### config.mk
export PLATFORM = sky130hd
export DESIGN_NAME = psbl_top
export DESIGN_NICKNAME = d
export VERILOG_FILES = /design/src/hdl/psbl_pkg.sv /design/src/hdl/psbl_seq.sv /design/src/hdl/psbl_top.sv
export VERILOG_INCLUDE_DIRS = /design/src /design/src/hdl
export SDC_FILE = /design/constraint.sdc
export NUM_CORES = 1
export LEC_CHECK = 0
export BUFFER_PORTS_ARGS = -buffer_cell sky130_fd_sc_hd__buf_4
export CORE_AREA = 2 2 137 192
export CTS_CLUSTER_SIZE = 8
export DETAILED_ROUTE_END_ITERATION = 6
export DIE_AREA = 0 0 139 194
export GPL_ROUTABILITY_DRIVEN = 0
export PLACE_DENSITY = 0.66
export SKIP_CTS_REPAIR_TIMING = 1
export SLEW_MARGIN = 0
export SYNTH_ARGS = -nofsm -noshare
export SYNTH_HDL_FRONTEND = slang
export SYNTH_HIERARCHICAL = 1
export SYNTH_SLANG_ARGS = --single-unit
export TNS_END_PERCENT = 100
### constraint.sdc
create_clock -name clk_i -period 4.05 [get_ports clk_i]
set_input_delay 1.215 -clock clk_i [delete_from_list [all_inputs] [get_ports clk_i]]
set_output_delay 1.215 -clock clk_i [all_outputs]
set_load 0.005 [all_outputs]
### src/hdl/psbl_defs.svh
// Operation
// (RULE_01) legacy code 101 wraps inside an aligned 32-word group
// (RULE_02) legacy code 110 wraps inside an aligned 8-word group
// (RULE_03) legacy code 111 wraps inside an aligned 16-word group
// (RULE_04) legacy code 100 wraps inside an aligned 64-word group
// (RULE_05) hybrid codes wrap once, then run linear from past the group end
// (RULE_06) linear-select bit set: plain increment, burst code ignored
// (RULE_07) initial latency of 3 to 6 clocks from config, 6 after reset
// (RULE_08) pending refresh at start drives strobe high, adds a latency period
// (RULE_09) register writes take data right after command-address, no latency
// (RULE_10) refresh may run while register write data is captured
// (RULE_11) fixed latency: strobe always high, two latency periods
// (RULE_12) fixed latency is enabled after any reset
// (RULE_13) variable latency: strobe high only when refresh needs extra period
// (RULE_14) three-bit drive strength field, reset value 000b
// (RULE_15) clearing power-down-enable enters deep low power, refresh halts
// (RULE_16) array data counts as invalid after deep low power
// (RULE_17) chip-select pulse or reset leaves deep low power after exit time; rst_i returns to normal at once, with no exit time
// (RULE_18) latency codes 0000=5, 0001=6, 1110=3, 1111=4 clocks
// (RULE_19) burst length 00=128, 01=64, 10=16, 11=32 bytes, reset 32
// (RULE_20) hybrid-enable bit: 0 hybrid, 1 legacy wrap, set after reset
// (RULE_21) reserved latency codes are treated as six clocks
`ifndef PSBL_DEFS_SVH
`define PSBL_DEFS_SVH

// ****************************************
// register map
// ****************************************
`define PSBL_ADR_W          4
`define PSBL_REG_CONFIG     4'h0
`define PSBL_REG_STATUS     4'h4
`define PSBL_CFG_RESET      16'h8F1F
`define PSBL_CFG_PDE        15
`define PSBL_CFG_DRV_HI     14
`define PSBL_CFG_DRV_LO     12
`define PSBL_CFG_LAT_HI     7
`define PSBL_CFG_LAT_LO     4
`define PSBL_CFG_FIXED      3
`define PSBL_CFG_LEGACY     2
`define PSBL_CFG_BLEN_HI    1
`define PSBL_ST_DEEP        0
`define PSBL_ST_ENTER       1
`define PSBL_ST_EXIT        2
`define PSBL_ST_LOST        3

// ****************************************
// command-address fields
// ****************************************
`define PSBL_CA_READ        47
`define PSBL_CA_REGSPACE    46
`define PSBL_CA_LINEAR      45
`define PSBL_CA_BYTES       3'h5

// ****************************************
// timing
// ****************************************
`define PSBL_CLK_MHZ        125
`define PSBL_ENTRY_NS       3000
`define PSBL_EXIT_NS        150000
`define PSBL_ENTRY_CYC      ((`PSBL_ENTRY_NS * `PSBL_CLK_MHZ) / 1000)
`define PSBL_EXIT_CYC       ((`PSBL_EXIT_NS * `PSBL_CLK_MHZ + 999) / 1000)

`endif

### src/hdl/psbl_pkg.sv
package psbl_pkg;
  typedef enum logic [2:0] {
    PSBL_IDLE,
    PSBL_CA,
    PSBL_LAT,
    PSBL_DATA,
    PSBL_REGW,
    PSBL_DONE
  } psbl_link_e;

  typedef enum logic [1:0] {
    PSBL_NORMAL,
    PSBL_ENTER,
    PSBL_DEEP,
    PSBL_EXIT
  } psbl_pwr_e;
endpackage

### src/hdl/psbl_seq.sv
`timescale 1ns/1ps
`default_nettype none
module psbl_seq #(
  parameter int ADDR_W = 22
) (
  input  wire logic              clk_i,
  input  wire logic              rst_i,
  input  wire logic              ce_i,
  input  wire logic              load_i,
  input  wire logic [ADDR_W-1:0] start_i,
  input  wire logic              linear_i,
  input  wire logic              legacy_i,
  input  wire logic [1:0]        blen_i,
  input  wire logic              step_i,
  output logic      [ADDR_W-1:0] addr_o
);
  logic [ADDR_W-1:0] addr_q, addr_d, mask, lmask, base_q, base_d;
  logic [5:0]        cnt_q, cnt_d;
  logic              done_q, done_d, lin_q, lin_d;
  logic [1:0]        bl_q, bl_d;

  always_comb begin
    unique case (bl_q)
      2'b00: mask = {{(ADDR_W-6){1'b0}}, 6'h3F};
      2'b01: mask = {{(ADDR_W-6){1'b0}}, 6'h1F};
      2'b10: mask = {{(ADDR_W-6){1'b0}}, 6'h07};
      2'b11: mask = {{(ADDR_W-6){1'b0}}, 6'h0F};
    endcase
  end

  // group of the burst being loaded, not of the one before it
  always_comb begin
    unique case (blen_i)
      2'b00: lmask = {{(ADDR_W-6){1'b0}}, 6'h3F};
      2'b01: lmask = {{(ADDR_W-6){1'b0}}, 6'h1F};
      2'b10: lmask = {{(ADDR_W-6){1'b0}}, 6'h07};
      2'b11: lmask = {{(ADDR_W-6){1'b0}}, 6'h0F};
    endcase
  end

  always_comb begin
    addr_d = addr_q;
    base_d = base_q;
    cnt_d  = cnt_q;
    done_d = done_q;
    lin_d  = lin_q;
    bl_d   = bl_q;
    if (load_i) begin
      addr_d = start_i;
      cnt_d  = 6'h00;
      bl_d   = blen_i;
      lin_d  = linear_i;
      done_d = legacy_i;
    end else if (step_i) begin
      cnt_d = cnt_q + 6'h01;
      if (lin_q) begin
        addr_d = addr_q + 1'b1; // [RULE_06]
      end else if (!done_q && cnt_q == mask[5:0]) begin
        // group fully visited once: carry on past its end
        addr_d = (base_q | mask) + 1'b1; // [RULE_05]
        done_d = 1'b1;
        lin_d  = 1'b1;
      end else begin
        addr_d = (addr_q & ~mask) | ((addr_q + 1'b1) & mask); // [RULE_01] [RULE_02] [RULE_03] [RULE_04]
      end
    end
    if (load_i) begin
      base_d = start_i & ~lmask; // [RULE_05]
    end
  end

  always_ff @(posedge clk_i) begin
    if (rst_i) begin
      addr_q <= '0;
      base_q <= '0;
      cnt_q  <= 6'h00;
      done_q <= 1'b1;
      lin_q  <= 1'b0;
      bl_q   <= 2'b11;
    end else if (ce_i) begin
      addr_q <= addr_d;
      base_q <= base_d;
      cnt_q  <= cnt_d;
      done_q <= done_d;
      lin_q  <= lin_d;
      bl_q   <= bl_d;
    end
  end

  assign addr_o = addr_q;
endmodule
`default_nettype wire

### src/hdl/psbl_top.sv
// Local design decisions: the Wishbone register port and the placing of the registers.
`timescale 1ns/1ps
`default_nettype none
`include "psbl_defs.svh"
module psbl_top
  import psbl_pkg::*;
#(
  parameter int          ADDR_W   = 22,
  parameter int unsigned EXIT_CYC = `PSBL_EXIT_CYC
) (
  input  wire logic                   clk_i,
  input  wire logic                   rst_i,
  input  wire logic                   ce_i,
  input  wire logic                   wb_cyc_i,
  input  wire logic                   wb_stb_i,
  input  wire logic                   wb_we_i,
  input  wire logic [`PSBL_ADR_W-1:0] wb_adr_i,
  input  wire logic [3:0]             wb_sel_i,
  input  wire logic [31:0]            wb_dat_i,
  output logic      [31:0]            wb_dat_o,
  output logic                        wb_ack_o,
  input  wire logic                   link_cs_n_i,
  input  wire logic                   link_ck_i,
  input  wire logic [7:0]             link_dq_i,
  output logic      [7:0]             link_dq_o,
  output logic                        link_dq_oe_o,
  input  wire logic                   strobe_mask_line_i,
  output logic                        strobe_mask_line_o,
  output logic                        strobe_mask_line_oe_o,
  input  wire logic                   refresh_pending_i,
  output logic                        refresh_halt_o,
  output logic      [2:0]             drive_strength_o,
  output logic                        low_power_o,
  output logic                        data_lost_o,
  output logic                        mem_req_o,
  output logic                        mem_we_o,
  output logic      [ADDR_W-1:0]      mem_addr_o,
  output logic      [15:0]            mem_wdata_o,
  output logic      [1:0]             mem_wmask_o,
  input  wire logic [15:0]            mem_rdata_i
);
  localparam int unsigned PCW   = $clog2(EXIT_CYC + `PSBL_ENTRY_CYC + 1);
  localparam int          ENTRY = `PSBL_ENTRY_CYC;

  // ****************************************
  // pin synchronisers
  // ****************************************
  logic       cs_m_q, cs_s_q, cs_p_q, ck_m_q, ck_s_q, ck_p_q;
  logic       sm_m_q, sm_s_q;
  logic [7:0] dq_m_q, dq_s_q;

  always_ff @(posedge clk_i) begin
    if (rst_i) begin
      cs_m_q <= 1'b1;
      cs_s_q <= 1'b1;
      cs_p_q <= 1'b1;
      ck_m_q <= 1'b0;
      ck_s_q <= 1'b0;
      ck_p_q <= 1'b0;
      sm_m_q <= 1'b0;
      sm_s_q <= 1'b0;
      dq_m_q <= 8'h00;
      dq_s_q <= 8'h00;
    end else if (ce_i) begin
      cs_m_q <= link_cs_n_i;
      cs_s_q <= cs_m_q;
      cs_p_q <= cs_s_q;
      ck_m_q <= link_ck_i;
      ck_s_q <= ck_m_q;
      ck_p_q <= ck_s_q;
      sm_m_q <= strobe_mask_line_i;
      sm_s_q <= sm_m_q;
      dq_m_q <= link_dq_i;
      dq_s_q <= dq_m_q;
    end
  end

  // both edges move a byte; the link clock must be well below clk_i
  logic ck_edge, cs_fall, cs_rise;
  assign ck_edge = ck_s_q ^ ck_p_q;
  assign cs_fall = cs_p_q & ~cs_s_q;
  assign cs_rise = ~cs_p_q & cs_s_q;

  // ****************************************
  // register bus
  // ****************************************
  logic        ack_q, ack_d, cfg_wr, st_wr;
  logic [31:0] dat_q, dat_d;
  logic [15:0] cfg_q, cfg_d;
  logic [3:0]  status;

  always_comb begin
    ack_d  = wb_cyc_i & wb_stb_i & ~ack_q;
    cfg_wr = ack_d & wb_we_i & (wb_adr_i == `PSBL_REG_CONFIG);
    st_wr  = ack_d & wb_we_i & (wb_adr_i == `PSBL_REG_STATUS) & wb_sel_i[0];
    dat_d  = 32'h0000_0000;
    if (ack_d && !wb_we_i) begin
      unique case (wb_adr_i)
        `PSBL_REG_CONFIG: dat_d = {16'h0000, cfg_q};
        `PSBL_REG_STATUS: dat_d = {28'h000_0000, status};
        default:          dat_d = 32'h0000_0000;
      endcase
    end
  end

  always_ff @(posedge clk_i) begin
    if (rst_i) begin
      ack_q <= 1'b0;
      dat_q <= 32'h0000_0000;
    end else if (ce_i) begin
      ack_q <= ack_d;
      dat_q <= dat_d;
    end
  end

  assign wb_ack_o = ack_q;
  assign wb_dat_o = dat_q;

  // ****************************************
  // latency decode
  // ****************************************
  function automatic logic [2:0] lat_clocks(input logic [3:0] code);
    unique case (code)
      4'h0:    lat_clocks = 3'h5; // [RULE_18]
      4'h1:    lat_clocks = 3'h6;
      4'hE:    lat_clocks = 3'h3;
      4'hF:    lat_clocks = 3'h4;
      default: lat_clocks = 3'h6; // [RULE_21]
    endcase
  endfunction

  logic [2:0] lat_c;
  logic       fixed_lat, blocked;
  assign lat_c     = lat_clocks(cfg_q[`PSBL_CFG_LAT_HI:`PSBL_CFG_LAT_LO]); // [RULE_07]
  assign fixed_lat = cfg_q[`PSBL_CFG_FIXED];

  // ****************************************
  // link engine
  // ****************************************
  psbl_link_e  st_q, st_d;
  logic [39:0] ca_q, ca_d;
  logic [47:0] ca_nx;
  logic [4:0]  cnt_q, cnt_d, lat_tot;
  logic        dbl_q, dbl_d, ph_q, ph_d, strobe_mask_line_q, strobe_mask_line_d, req_q, req_d;
  logic        rdp_q, rdp_d, isrd_q, isrd_d, isreg_q, isreg_d;
  logic [15:0] rd_q, rd_d, wd_q, wd_d;
  logic [1:0]  wm_q, wm_d;
  logic [7:0]  dqo_q, dqo_d;
  logic        seq_load, link_cfg_we;
  logic [ADDR_W-1:0] seq_start;

  assign ca_nx     = {ca_q, dq_s_q};
  assign seq_start = ADDR_W'({ca_nx[44:16], ca_nx[2:0]});
  assign lat_tot   = dbl_q ? {lat_c, 2'b00} : {1'b0, lat_c, 1'b0}; // [RULE_11] [RULE_13]

  always_comb begin
    st_d        = st_q;
    ca_d        = ca_q;
    cnt_d       = cnt_q;
    dbl_d       = dbl_q;
    ph_d        = ph_q;
    strobe_mask_line_d      = strobe_mask_line_q;
    rd_d        = rdp_q ? mem_rdata_i : rd_q;
    wd_d        = wd_q;
    wm_d        = wm_q;
    dqo_d       = dqo_q;
    isrd_d      = isrd_q;
    isreg_d     = isreg_q;
    req_d       = 1'b0;
    rdp_d       = 1'b0;
    seq_load    = 1'b0;
    link_cfg_we = 1'b0;
    if (cs_rise || blocked) begin
      st_d   = PSBL_IDLE;
      strobe_mask_line_d = 1'b0;
    end else begin
      unique case (st_q)
        PSBL_IDLE: if (cs_fall) begin
          st_d  = PSBL_CA;
          cnt_d = 5'h00;
          dbl_d = fixed_lat | refresh_pending_i; // [RULE_08] [RULE_11] [RULE_13]
        end
        PSBL_CA: if (ck_edge) begin
          ca_d  = ca_nx[39:0];
          cnt_d = cnt_q + 5'h01;
          if (cnt_q[2:0] == `PSBL_CA_BYTES) begin
            isrd_d   = ca_nx[`PSBL_CA_READ];
            isreg_d  = ca_nx[`PSBL_CA_REGSPACE];
            seq_load = 1'b1;
            cnt_d    = 5'h00;
            ph_d     = 1'b0;
            // register writes skip latency whatever the strobe showed
            st_d     = (!ca_nx[`PSBL_CA_READ] && ca_nx[`PSBL_CA_REGSPACE]) ?
                       PSBL_REGW : PSBL_LAT; // [RULE_09]
          end
        end
        PSBL_LAT: if (ck_edge) begin
          cnt_d = cnt_q + 5'h01;
          if (cnt_q + 5'h01 == lat_tot) begin // [RULE_07]
            st_d   = PSBL_DATA;
            strobe_mask_line_d = 1'b0;
            if (isrd_q && isreg_q) begin
              rd_d = cfg_q;
            end else if (isrd_q) begin
              req_d = 1'b1;
              rdp_d = 1'b1;
            end
          end
        end
        PSBL_DATA: if (ck_edge) begin
          ph_d = ~ph_q;
          if (isrd_q) begin
            dqo_d  = ph_q ? rd_q[7:0] : rd_q[15:8];
            strobe_mask_line_d = ~ph_q;
            if (ph_q && !isreg_q) begin
              req_d = 1'b1;
              rdp_d = 1'b1;
            end
          end else if (!ph_q) begin
            wd_d[15:8] = dq_s_q;
            wm_d[1]    = sm_s_q;
          end else begin
            wd_d[7:0]  = dq_s_q;
            wm_d[0]    = sm_s_q;
            req_d      = 1'b1;
          end
        end
        PSBL_REGW: if (ck_edge) begin
          // refresh is never waited on here
          ph_d = ~ph_q; // [RULE_10]
          if (!ph_q) begin
            wd_d[15:8] = dq_s_q;
          end else begin
            wd_d[7:0]   = dq_s_q;
            link_cfg_we = 1'b1; // [RULE_09]
            st_d        = PSBL_DONE;
          end
        end
        PSBL_DONE: st_d = PSBL_DONE;
      endcase
    end
  end

  always_ff @(posedge clk_i) begin
    if (rst_i) begin
      st_q    <= PSBL_IDLE;
      ca_q    <= 40'h00_0000_0000;
      cnt_q   <= 5'h00;
      dbl_q   <= 1'b1;
      ph_q    <= 1'b0;
      strobe_mask_line_q  <= 1'b0;
      req_q   <= 1'b0;
      rdp_q   <= 1'b0;
      isrd_q  <= 1'b0;
      isreg_q <= 1'b0;
      rd_q    <= 16'h0000;
      wd_q    <= 16'h0000;
      wm_q    <= 2'b00;
      dqo_q   <= 8'h00;
    end else if (ce_i) begin
      st_q    <= st_d;
      ca_q    <= ca_d;
      cnt_q   <= cnt_d;
      dbl_q   <= dbl_d;
      ph_q    <= ph_d;
      strobe_mask_line_q  <= strobe_mask_line_d;
      req_q   <= req_d;
      rdp_q   <= rdp_d;
      isrd_q  <= isrd_d;
      isreg_q <= isreg_d;
      rd_q    <= rd_d;
      wd_q    <= wd_d;
      wm_q    <= wm_d;
      dqo_q   <= dqo_d;
    end
  end

  // address advances the cycle after each request, so the request sees the old one
  psbl_seq #(
    .ADDR_W (ADDR_W)
  ) u_seq (
    .clk_i    (clk_i),
    .rst_i    (rst_i),
    .ce_i     (ce_i),
    .load_i   (seq_load),
    .start_i  (seq_start),
    .linear_i (ca_nx[`PSBL_CA_LINEAR]),
    .legacy_i (cfg_q[`PSBL_CFG_LEGACY]),
    .blen_i   (cfg_q[`PSBL_CFG_BLEN_HI:0]),
    .step_i   (req_q),
    .addr_o   (mem_addr_o)
  );

  assign mem_req_o             = req_q;
  assign mem_we_o              = ~isrd_q;
  assign mem_wdata_o           = wd_q;
  assign mem_wmask_o           = wm_q;
  assign link_dq_o             = dqo_q;
  assign link_dq_oe_o          = (st_q == PSBL_DATA) & isrd_q;
  assign strobe_mask_line_oe_o = (st_q == PSBL_CA) | link_dq_oe_o;
  assign strobe_mask_line_o    = (st_q == PSBL_CA) ? dbl_q : strobe_mask_line_q; // [RULE_08]

  // ****************************************
  // configuration and power
  // ****************************************
  psbl_pwr_e pw_q, pw_d;
  logic [PCW-1:0] pc_q, pc_d;
  logic           lost_q, lost_d;

  always_comb begin
    cfg_d  = cfg_q;
    pw_d   = pw_q;
    pc_d   = pc_q;
    lost_d = lost_q;
    if (cfg_wr && wb_sel_i[0]) begin
      cfg_d[7:0] = wb_dat_i[7:0];
    end
    if (cfg_wr && wb_sel_i[1]) begin
      cfg_d[15:8] = wb_dat_i[15:8];
    end
    if (link_cfg_we) begin
      cfg_d = wd_d;
    end
    if (st_wr && wb_dat_i[`PSBL_ST_LOST]) begin
      lost_d = 1'b0;
    end
    unique case (pw_q)
      PSBL_NORMAL: if (!cfg_q[`PSBL_CFG_PDE]) begin
        pw_d = PSBL_ENTER; // [RULE_15]
        pc_d = '0;
      end
      PSBL_ENTER: begin
        pc_d = pc_q + 1'b1;
        // counted from the write edge, which already spent one clock
        if (pc_q == PCW'(ENTRY - 2)) begin
          pw_d = PSBL_DEEP;
        end
      end
      PSBL_DEEP: if (cs_rise) begin
        pw_d = PSBL_EXIT; // [RULE_17]
        pc_d = '0;
      end
      PSBL_EXIT: begin
        pc_d = pc_q + 1'b1;
        if (pc_q == PCW'(EXIT_CYC - 1)) begin
          pw_d                 = PSBL_NORMAL; // [RULE_17]
          cfg_d[`PSBL_CFG_PDE] = 1'b1;
        end
      end
    endcase
    // contents decay without refresh; set beats a same-cycle clear
    if (pw_q == PSBL_DEEP) begin
      lost_d = 1'b1; // [RULE_16]
    end
  end

  always_ff @(posedge clk_i) begin
    if (rst_i) begin
      cfg_q  <= `PSBL_CFG_RESET; // [RULE_12] [RULE_14] [RULE_19] [RULE_20] [RULE_07]
      pw_q   <= PSBL_NORMAL;
      pc_q   <= '0;
      lost_q <= 1'b0;
    end else if (ce_i) begin
      cfg_q  <= cfg_d;
      pw_q   <= pw_d;
      pc_q   <= pc_d;
      lost_q <= lost_d;
    end
  end

  assign blocked          = (pw_q != PSBL_NORMAL) | ~cfg_q[`PSBL_CFG_PDE];
  assign status           = {lost_q, pw_q == PSBL_EXIT, pw_q == PSBL_ENTER, pw_q == PSBL_DEEP};
  assign refresh_halt_o   = (pw_q == PSBL_DEEP); // [RULE_15]
  assign low_power_o      = (pw_q == PSBL_DEEP);
  assign data_lost_o      = lost_q;
  assign drive_strength_o = cfg_q[`PSBL_CFG_DRV_HI:`PSBL_CFG_DRV_LO]; // [RULE_14]
endmodule
`default_nettype wire

==> impl_metrics.toml, run 1 <==
[status]
status = "finished, final reports clean"

[timing]
finalHoldViolations = 0
timing.final.crit_share = 0.8207
setup_viol = 0
fmax_ghz = 0.3009
holdWs_ns = 0.4460
skew_ns = 0.02254
slew_viol_final = 0
relSlewSlack = 0.4320
worstMarginPinSlew_ns = 0.8431
period_minus_slack_ns = 3.324
rsz0062_at_grt = "no"
setup_tns_ns = 0

[synth]
syn_area_per_cell_sq_um = 8.142
synth_edf_count = 0
synth-simple-area-share = 0.2409
synth_top_cell_by_area = "dfxtp_1"
ys_ff_latch = 216
synthXorXnorAreaFrac = 0.04071
syn_inst = 1374
async_flop_share = 0
synth_fa_ha_area_frac = 0.01342
synthFlopType = "dfxtp_1"
yosysWarnings = 6
ys_seq_area_frac = 0.3865
synth_top_area_share = 0.3865
synth_area_leaders = "dfxtp_1 39%, nand2_1 6.6%, mux2i_1 4.9%"
synth.distinct_cells = 88
synth_top_family_by_area = "simple AND/OR/NAND/NOR gates"
synth-compound-area-share = 0.2041
syn_area_sq_um = 11190
synthMuxAreaShare = 0.05726

[drt]
met2WireLength_microns = 16350
initialDrtViolationCount = 701
drc = 0
vias = 10444
via_per_inst = 5.841
wirelength_met1_microns = 13300
wire_per_inst_microns = 18.32
wl_met3_microns = 1659
wl_microns = 32750
ant_nets = 0
highest_layer = "met4"
firstDrtPassIters = 6

[critical_path]
crit_arrival_ns = 2.11
cp-start-kind = "register"
crit_chain = "nand3b_1 > or2_2 > nand2_1 > buf_4"
critPathKind = "register to output port"
crit_fanout = 17
required_ns = 2.83
cp_top_family = "simple AND/OR/NAND/NOR gates"
slowest_delay_ns = 0.67
cp_num_buf_inv = 1
endpoint_kind = "output port"
crit_slowest_cell = "dfxtp_1"

[layout]
final_cell_mix = "216 x dfxtp_1, 196 x nand2_1, 157 x buf_4"
post-route-cell-area_sq_um = 13120
layout_commonest_cell = "dfxtp_1"
fin_util = 0.5203
drive_above_1_share = 0.1538
syn2layout_area_growth_pct = 17.25
antenna_cells = 0
final_nets = 1556

[global_route]
grt_usage = 0.2317
grt_pass1_vias = 9891
grt_max_degree = 125
grt_overflow = 0
grt_pass1_wl_microns = 51860
antenna_found_initial = 0

[clocking]
clk_latency_ns = 0.55
cts_root_buf = "clkbuf_16"
clock-sinks = 216
cts_tree = "built"
htreeDepth = 1
path_clk_slew_ns = 0.05
max-clock-path-buffers = 3
cts_buffers = 30

[pwr]
pwr-share-comb = 0.046
p_per_area_nw_per_um2 = 347.2
p_sw_frac = 0.2203
p_seq_frac = 0.476
power.leakage_uw = 0.004794
p_clk_frac = 0.478
power.internal_uw = 3551
p_switching_uw = 1003
power.ir.vdd_worst_v = 0.0003391

[floorplan]
die_w_microns = 139
die_h_microns = 194
start_util = 0.4438
dieArea_sq_um = 26970
rows = 69
pin_count = 166
core_sq_um = 25210

[placement]
dp_hpwl_microns = 23090
dpl_cell_area_sq_um = 12340
io_buffers = 131

[worst_hold_path]
worstHoldPathType = "register to register"

[job]
maxCapViolCount = 0
-- logic make-up after synthesis --
logic type	count (synthesis)
AOI/OAI and AO/OA	334
adders and majority gates	12
muxes	63
and+or+nand+nor	557
other	1
DFF	216
buffers and inverters	139
xor gates and xnor gates	52
-- synth_stat cells, types with 5 or more instances --
library cell and number:
a211o_1 11, a211oi_1 33, a21o_1 17, a21oi_1 99, a221oi_1 9, a22oi_1 22, a31oi_1 6, a32o_1 5
and2_1 8, and3_1 7, and4_1 8, buf_1 6, buf_2 15, buf_4 20, clkbuf_1 66, dfxtp_1 216
ha_1 12, inv_1 28, mux2_2 8, mux2i_1 55, nand2_1 196, nand2b_1 13, nand3_1 58, nand4_1 42
nor2_1 128, nor2b_1 6, nor3_1 31, nor3b_1 5, nor4_1 9, o211ai_1 38, o21a_1 7, o21ai_0 33
o21ai_1 10, or3_1 13, xnor2_1 27, xor2_1 25
-- path summary, 6_finish.rpt --
path / start / end / slack [ns] / cells past startpoint
max: st_q[0]$_SDFFE_PP0P_ / strobe_mask_line_oe_o / 0.73 / 4
min: ca_q[5]$_SDFFE_PP0P_ / ca_q[13]$_SDFFE_PP0P_ / 0.45 / 2
max reg2reg: st_q[0]$_SDFFE_PP0P_ / u_seq/addr_o[14]$_SDFFE_PP0P_ / 0.78 / 8
min reg2reg: ca_q[5]$_SDFFE_PP0P_ / ca_q[13]$_SDFFE_PP0P_ / 0.45 / 2
-- per-stage QoR --
stage	instances	worst slack, ns	total power, uW
after floorplan	1389	1.288	2323
after global placement	1757	0.7375	2414
after detailed placement	1757	0.7497	2416
after CTS	1788	0.7322	4601
after global routing	1788	0.4503	4695
final	1788	0.7263	4554
-- layer usage --
metal	vias to the layer above	global-route usage
met5	-	0
met4	0	0.1074
met3	74	0.02964
met2	326	0.4089
met1	4948	0.2792
li1	5096	-
-- layout make-up --
type | instances | area, sq um
Timing Repair Buffer | 159 | 1210
Sequential cell | 216 | 4324
Fill cell | 2439 | 12090
Tap cell | 319 | 399.1
Multi-Input combinational cell | 1034 | 6299
Clock buffer | 31 | 775.7
Inverter | 29 | 108.9
-- worst reg2reg max path, stage by stage, from the launching register on --
cell and delay [ns]:
dfxtp_1 0.67, and2_1 0.37, nand3_1 0.21, nor3_2 0.21, o21ai_0 0.35, o41a_1 0.68, and2_1 0.31, nand2b_1 0.16
a32o_1 0.20
-- power groups by stage --
| stage | Sequential (uW) | Combinational [uW] | Clock (uW) |
|---|---|---|---|
| after detailed placement | 2210 | 207 | 0 |
| after CTS | 2170 | 207 | 2230 |
| after global placement | 2210 | 205 | 0 |
| final | 2170 | 208 | 2180 |
| after floorplan | 2200 | 123 | 0 |
| after global routing | 2170 | 224 | 2300 |
-- registers in the layout (all words and copies together), names as in the netlist, 6 cells and up, named ones only --
signal and count:
u_seq/base_q 19, dq_s_q 8, rd_q 16, ca_q 33, u_seq/cnt_q 6, mem_wdata_o 16, link_dq_o 8, wb_dat_o 16
pc_q 15, cfg_q 16, u_seq/addr_o 19, dq_m_q 8
No activity file was read; power rests on OpenSTA's default activity.
==> run 2, diff against run 1 <==
Settings changed: ABC_AREA from default to 1.
Clock period 4.05 ns to 3.15 ns, I/O delays scaled along.
==> run 2 against run 1 <==
Against the previous run: sequential power increased by 34%; sequential share of layout area increased by 0.17 points; critical endpoint is now strobe_mask_line_o; register-to-register slack got worse by 0.30 ns; die area unchanged.
==> impl_metrics.toml, run 2 <==
[floorplan]
start_util = 0.4440
die_w_microns = 139
die_h_microns = 194
rows = 69
core_sq_um = 25210
pin_count = 166
dieArea_sq_um = 26970

[synth]
synth_edf_count = 0
async_flop_share = 0
syn_area_sq_um = 11190
syn_area_per_cell_sq_um = 6.706
ys_ff_latch = 216
synth_top_family_by_area = "simple AND/OR/NAND/NOR gates"
synthFlopType = "dfxtp_1"
synth_top_cell_by_area = "dfxtp_1"
synth_top_area_share = 0.3864
synthMuxAreaShare = 0
yosysMostFrequentCell = "nand2_1"
synth_area_leaders = "dfxtp_1 39%, nand2_1 12%, nor2_1 8.0%"
synth_fa_ha_area_frac = 0.01342
synthXorXnorAreaFrac = 0.01163
synth.distinct_cells = 54
yosysWarnings = 6
synth-compound-area-share = 0.1811
synth-simple-area-share = 0.3032
ys_seq_area_frac = 0.3864
syn_inst = 1669
netlist_top_cells_count = "366 x nand2_1, 238 x nor2_1, 216 x dfxtp_1"

[layout]
layout_commonest_cell = "nand2_1"
fill_cells = 2589
multi_input_area_sq_um = 5763
final_cell_mix = "366 x nand2_1, 237 x nor2_1, 216 x dfxtp_1"
seq_area_sq_um = 4324
final_nets = 1860
drive_above_1_share = 0.1303
largest_reg_flops = 33
antenna_cells = 0
syn2layout_area_growth_pct = 16.58
regMostFlops = "ca_q"

[timing]
relSlewSlack = 0.3426
skew_ns = 0.01662
finalHoldViolations = 0
setup_tns_ns = 0
slew_viol_final = 0
setup_viol = 0
worstMarginPinSlew_ns = 0.9847
period_minus_slack_ns = 2.907
rsz0062_at_grt = "no"
fmax_ghz = 0.3440
timing.final.crit_share = 0.9228
fin_ws_ns = 0.2431

[critical_path]
crit_chain = "inv_2 > nor3_2 > inv_2 > o21ai_0 > buf_4"
critPathCapture = "strobe_mask_line_o"
cp_top_family = "flip-flops"
slowest_delay_ns = 0.47
cp.depth = 5
crit_arrival_ns = 1.96
critPathMostFrequentCell = "inv_2"
cp_num_buf_inv = 3
startpoint = "st_q[0]$_SDFFE_PP0P_"
cp-start-kind = "register"
critPathKind = "register to output port"
required_ns = 2.20
crit_fanout = 7
crit_slowest_cell = "dfxtp_1"
reg2reg_from = "pw_q[0]$_SDFFE_PP0P_"
r2r_cells = 14
reg2reg_slack_ns = 0.48
endpoint_kind = "output port"

[global_route]
antenna_found_initial = 0
grt_pass1_wl_microns = 52060
grt_usage = 0.2305
grt_overflow = 0
grt_pass1_vias = 10392
grt_max_degree = 85

[clocking]
clk_latency_ns = 0.56
clock-sinks = 216
path_clk_slew_ns = 0.05
htreeDepth = 1
cts_tree = "built"
max-clock-path-buffers = 3
cts_buffers = 30
cts_root_buf = "clkbuf_16"

[drt]
wl_met3_microns = 1823
highest_layer = "met4"
via_per_inst = 5.321
firstDrtPassIters = 5
wl_microns = 32130
met2WireLength_microns = 16300
initialDrtViolationCount = 647
drc = 0
vias = 11131
wirelength_met1_microns = 13180
ant_nets = 0
wire_per_inst_microns = 15.36

[job]
maxCapViolCount = 0

[status]
status = "finished, final reports clean"

[placement]
io_buffers = 131
dp_hpwl_microns = 23010
dpl_worst_slack_ns = 0.09493

[worst_hold_path]
worstHoldPathType = "register to register"

[pwr]
p_per_area_nw_per_um2 = 493.4
power.leakage_uw = 0.005771
power.ir.vdd_worst_v = 0.0004289
[run 2: tightest hold or removal path: stages, from the launching register on]
cell and delay [ns]:
dfxtp_1 0.31, nand2_1 0.06, a21oi_1 0.05
[run 2: where the power goes]
part / internal (uW) / total (uW) / switching [uW]
sequential: 2830 / 2910 / 84.5
combinational: 251 / 723 / 472
clock: 1660 / 2800 / 1140
[run 2: logic make-up after synthesis]
kind of cell             Yosys count
AND/OR/NAND/NOR                  792
AO/OA/AOI/OAI                    370
buffers and inverters            264
flip-flops                       216
XOR/XNOR                          14
adder cells (fa/ha/maj)           12
other                              1
[run 2: worst min-delay path by stage]
stage,from,end,slack [ns],cells past startpoint
2_1_floorplan,cs_m_q$_SDFFE_PP1P_,cs_m_q$_SDFFE_PP1P_,0.43,2
3_3_place_gp,cs_m_q$_SDFFE_PP1P_,cs_m_q$_SDFFE_PP1P_,0.44,2
3_5_place_dp,cs_m_q$_SDFFE_PP1P_,cs_m_q$_SDFFE_PP1P_,0.45,2
4_1_cts,wb_dat_o[11]$_SDFFE_PP0P_,wb_dat_o[11]$_SDFFE_PP0P_,0.47,2
5_1_grt,cs_m_q$_SDFFE_PP1P_,cs_m_q$_SDFFE_PP1P_,0.48,2
6_report,wb_dat_o[11]$_SDFFE_PP0P_,wb_dat_o[11]$_SDFFE_PP0P_,0.47,2
[run 2: layout make-up]
type	instances	share of cell area
Clock inverter	1	0.002301
Sequential cell	216	0.3314
Timing Repair Buffer	149	0.08669
Tap cell	319	0.03059
Multi-Input combinational cell	1204	0.4417
Clock buffer	30	0.05754
Inverter	173	0.04977
[run 2: per-layer routing]
layer	vias to the layer above	track usage
met2	324	0.4249
met5	-	0
met1	5120	0.2738
met3	49	0.03359
li1	5638	-
met4	0	0.07258
[run 2: through the flow]
step | area, sq um | std cells | util | hold slack (ns) | total power [uW]
after floorplan | 11250 | 1684 | - | 0.4292 | 3433
final | 13050 | 2092 | 0.5176 | 0.4656 | 6438
after global routing | 13050 | 2092 | 0.5176 | 0.4761 | 6696
after CTS | 13050 | 2092 | 0.5175 | 0.4656 | 6484
after global placement | 12260 | 2061 | 0.4865 | 0.4445 | 3667
after detailed placement | 12260 | 2061 | 0.4865 | 0.4532 | 3680
==> run 3, diff against run 2 <==
Settings changed: PLACE_DENSITY 0.66 to 0.65, SYNTH_HIERARCHICAL 1 to default.
==> run 3 against run 2 <==
Against the previous run: via count up 0.58%; utilization is 0.28 points higher; sequential power hardly changed; clock skew is 0.0060 ns lower; final cell count down 1.2%; first-iteration DRC count rose by 14%; hold slack got worse by 0.0077 ns; sequential share of layout area fell by 0.18 points; largest cell class unchanged.
==> impl_metrics.toml, run 3 <==
[timing]
relSlewSlack = 0.2681
period_minus_slack_ns = 2.739
timing.final.crit_share = 0.8695
finalHoldViolations = 0
skew_ns = 0.01063
slew_viol_final = 0
fmax_ghz = 0.3651
worstMarginPinSlew_ns = 1.097
setup_tns_ns = 0
setup_viol = 0
rsz0062_at_grt = "no"

[drt]
wire_per_inst_microns = 16.46
via_per_inst = 5.417
firstDrtPassIters = 5
drc = 0
initialDrtViolationCount = 740
ant_nets = 0
vias = 11196
wl_microns = 34010

[synth]
synth.distinct_cells = 46
ys_ff_latch = 216
netlist_top_cells_count = "356 x nand2_1, 216 x dfxtp_1, 176 x a21oi_1"
synth_edf_count = 0
synthFlopType = "dfxtp_1"
syn_inst = 1636
syn_area_per_cell_sq_um = 6.820
syn_area_sq_um = 11160
synth_area_leaders = "dfxtp_1 39%, nand2_1 12%, a21oi_1 7.9%"
synth_top_cell_by_area = "dfxtp_1"
yosysWarnings = 0
ys_seq_area_frac = 0.3876
yosysMostFrequentCell = "nand2_1"
synth_top_area_share = 0.3876
async_flop_share = 0

[job]
maxCapViolCount = 0

[pwr]
p_per_area_nw_per_um2 = 500.5
power.leakage_uw = 0.005402
power.ir.vdd_worst_v = 0.0004402
power.total_uw = 6565

[critical_path]
critPathKind = "register to output port"
crit_arrival_ns = 1.79
required_ns = 2.20
crit_chain = "inv_1 > nand3_1 > inv_1 > nand2_1 > nand2_1 > buf_4"
slowest_delay_ns = 0.43
crit_slowest_cell = "dfxtp_1"
cp_top_family = "simple AND/OR/NAND/NOR gates"
cp-start-kind = "register"
cp_num_buf_inv = 3
crit_fanout = 6
endpoint_kind = "output port"

[layout]
largest_reg_flops = 33
layout_commonest_cell = "nand2_1"
antenna_cells = 0
final_nets = 1835
final_cell_mix = "356 x nand2_1, 216 x dfxtp_1, 176 x a21oi_1"
regMostFlops = "ca_q"
drive_above_1_share = 0.1259
syn2layout_area_growth_pct = 17.57

[floorplan]
pin_count = 166
dieArea_sq_um = 26970
rows = 69
die_w_microns = 139
start_util = 0.4426
core_sq_um = 25210
die_h_microns = 194

[placement]
io_buffers = 131
dp_hpwl_microns = 24780

[clocking]
max-clock-path-buffers = 3
htreeDepth = 1
cts_buffers = 30
cts_tree = "built"
path_clk_slew_ns = 0.05
clk_latency_ns = 0.54
cts_root_buf = "clkbuf_16"
clock-sinks = 216

[global_route]
grtUsageMet2 = 0.4499
grt_max_degree = 87
busiest_layer = "met2"
grt_use_met1 = 0.2664
grt_overflow = 0
antenna_found_initial = 0
met3_usage = 0.03137
grt_pass1_vias = 10658
grt_pass1_wl_microns = 54010
grt_usage = 0.2438

[status]
status = "finished, final reports clean"

[worst_hold_path]
worstHoldPathType = "register to register"
[run 3: cell count changes after synthesis, moves of 9 or more]
cell,previous run,this run
a221oi_1,10,0
a21oi_1,137,176
nand4_1,17,30
mux2i_1,0,15
o21ai_1,18,5
nand2_1,366,356
inv_2,15,6
buf_2,10,22
nor2_1,238,159
[run 3: final timing paths]
kind / startpoint / end / slack [ns] / depth (start not counted)
max reg2reg: pw_q[0]$_SDFFE_PP0P_ / u_seq.addr_o[16]$_SDFFE_PP0P_ / 0.45 / 15
min: mem_wmask_o[1]$_SDFFE_PP0P_ / mem_wmask_o[1]$_SDFFE_PP0P_ / 0.46 / 2
max: st_q[2]$_SDFFE_PP0P_ / strobe_mask_line_oe_o / 0.41 / 6
min reg2reg: mem_wmask_o[1]$_SDFFE_PP0P_ / mem_wmask_o[1]$_SDFFE_PP0P_ / 0.46 / 2
[run 3: area by class of cell]
type                    count  area, sq um
repair buffers            159         1231
fillers                  2559        12090
well taps                 319        399.1
flip-flops and latches    216         4324
inverters                 171        641.9
clock buffers              31        775.7
multi-input cells        1171         5746
[run 3: report_power, final]
group / switching (uW) / total (uW) / internal (uW)
logic: 532 / 820 / 288
registers: 86.6 / 2900 / 2820
clock network: 1140 / 2840 / 1700
total: 1760 / 6560 / 4800
[run 3: kinds of logic (layout without fill, tap and decap cells)]
kind of cell,count (synthesis),after routing,share of synthesized area
other cells,1,16,0.0003361
xor+xnor,18,18,0.01480
simple gates,704,704,0.2700
compound gates,406,406,0.1978
mux,15,15,0.01346
buf+inv,264,361,0.1025
flops,216,216,0.3876
fa+ha+maj,12,12,0.01346
[run 3: worst min-delay path, stage by stage (launching register included)]
cell and delay, ns:
dfxtp_1 0.31, inv_1 0.05, a21oi_1 0.05
[run 3: per-stage QoR]
step	hold WS [ns]	utilization	std cells	cell area, sq um	setup slack, ns
2_1_floorplan	0.4292	-	1651	11210	0.7883
3_3_place_gp	0.4468	0.4896	2036	12340	0.4426
3_5_place_dp	0.4478	0.4896	2036	12340	0.3729
4_1_cts	0.4591	0.5203	2067	13120	0.4210
5_1_grt	0.4765	0.5203	2067	13120	0.1561
6_report	0.4579	0.5203	2067	13120	0.4111
[run 3: routing by layer]
metal / part of all wire / vias up
met4: 0.058 / 0
met3: 0.054 / 102
met2: 0.51 / 385
li1: - / 5604
met1: 0.38 / 5105
met5: 0 / -
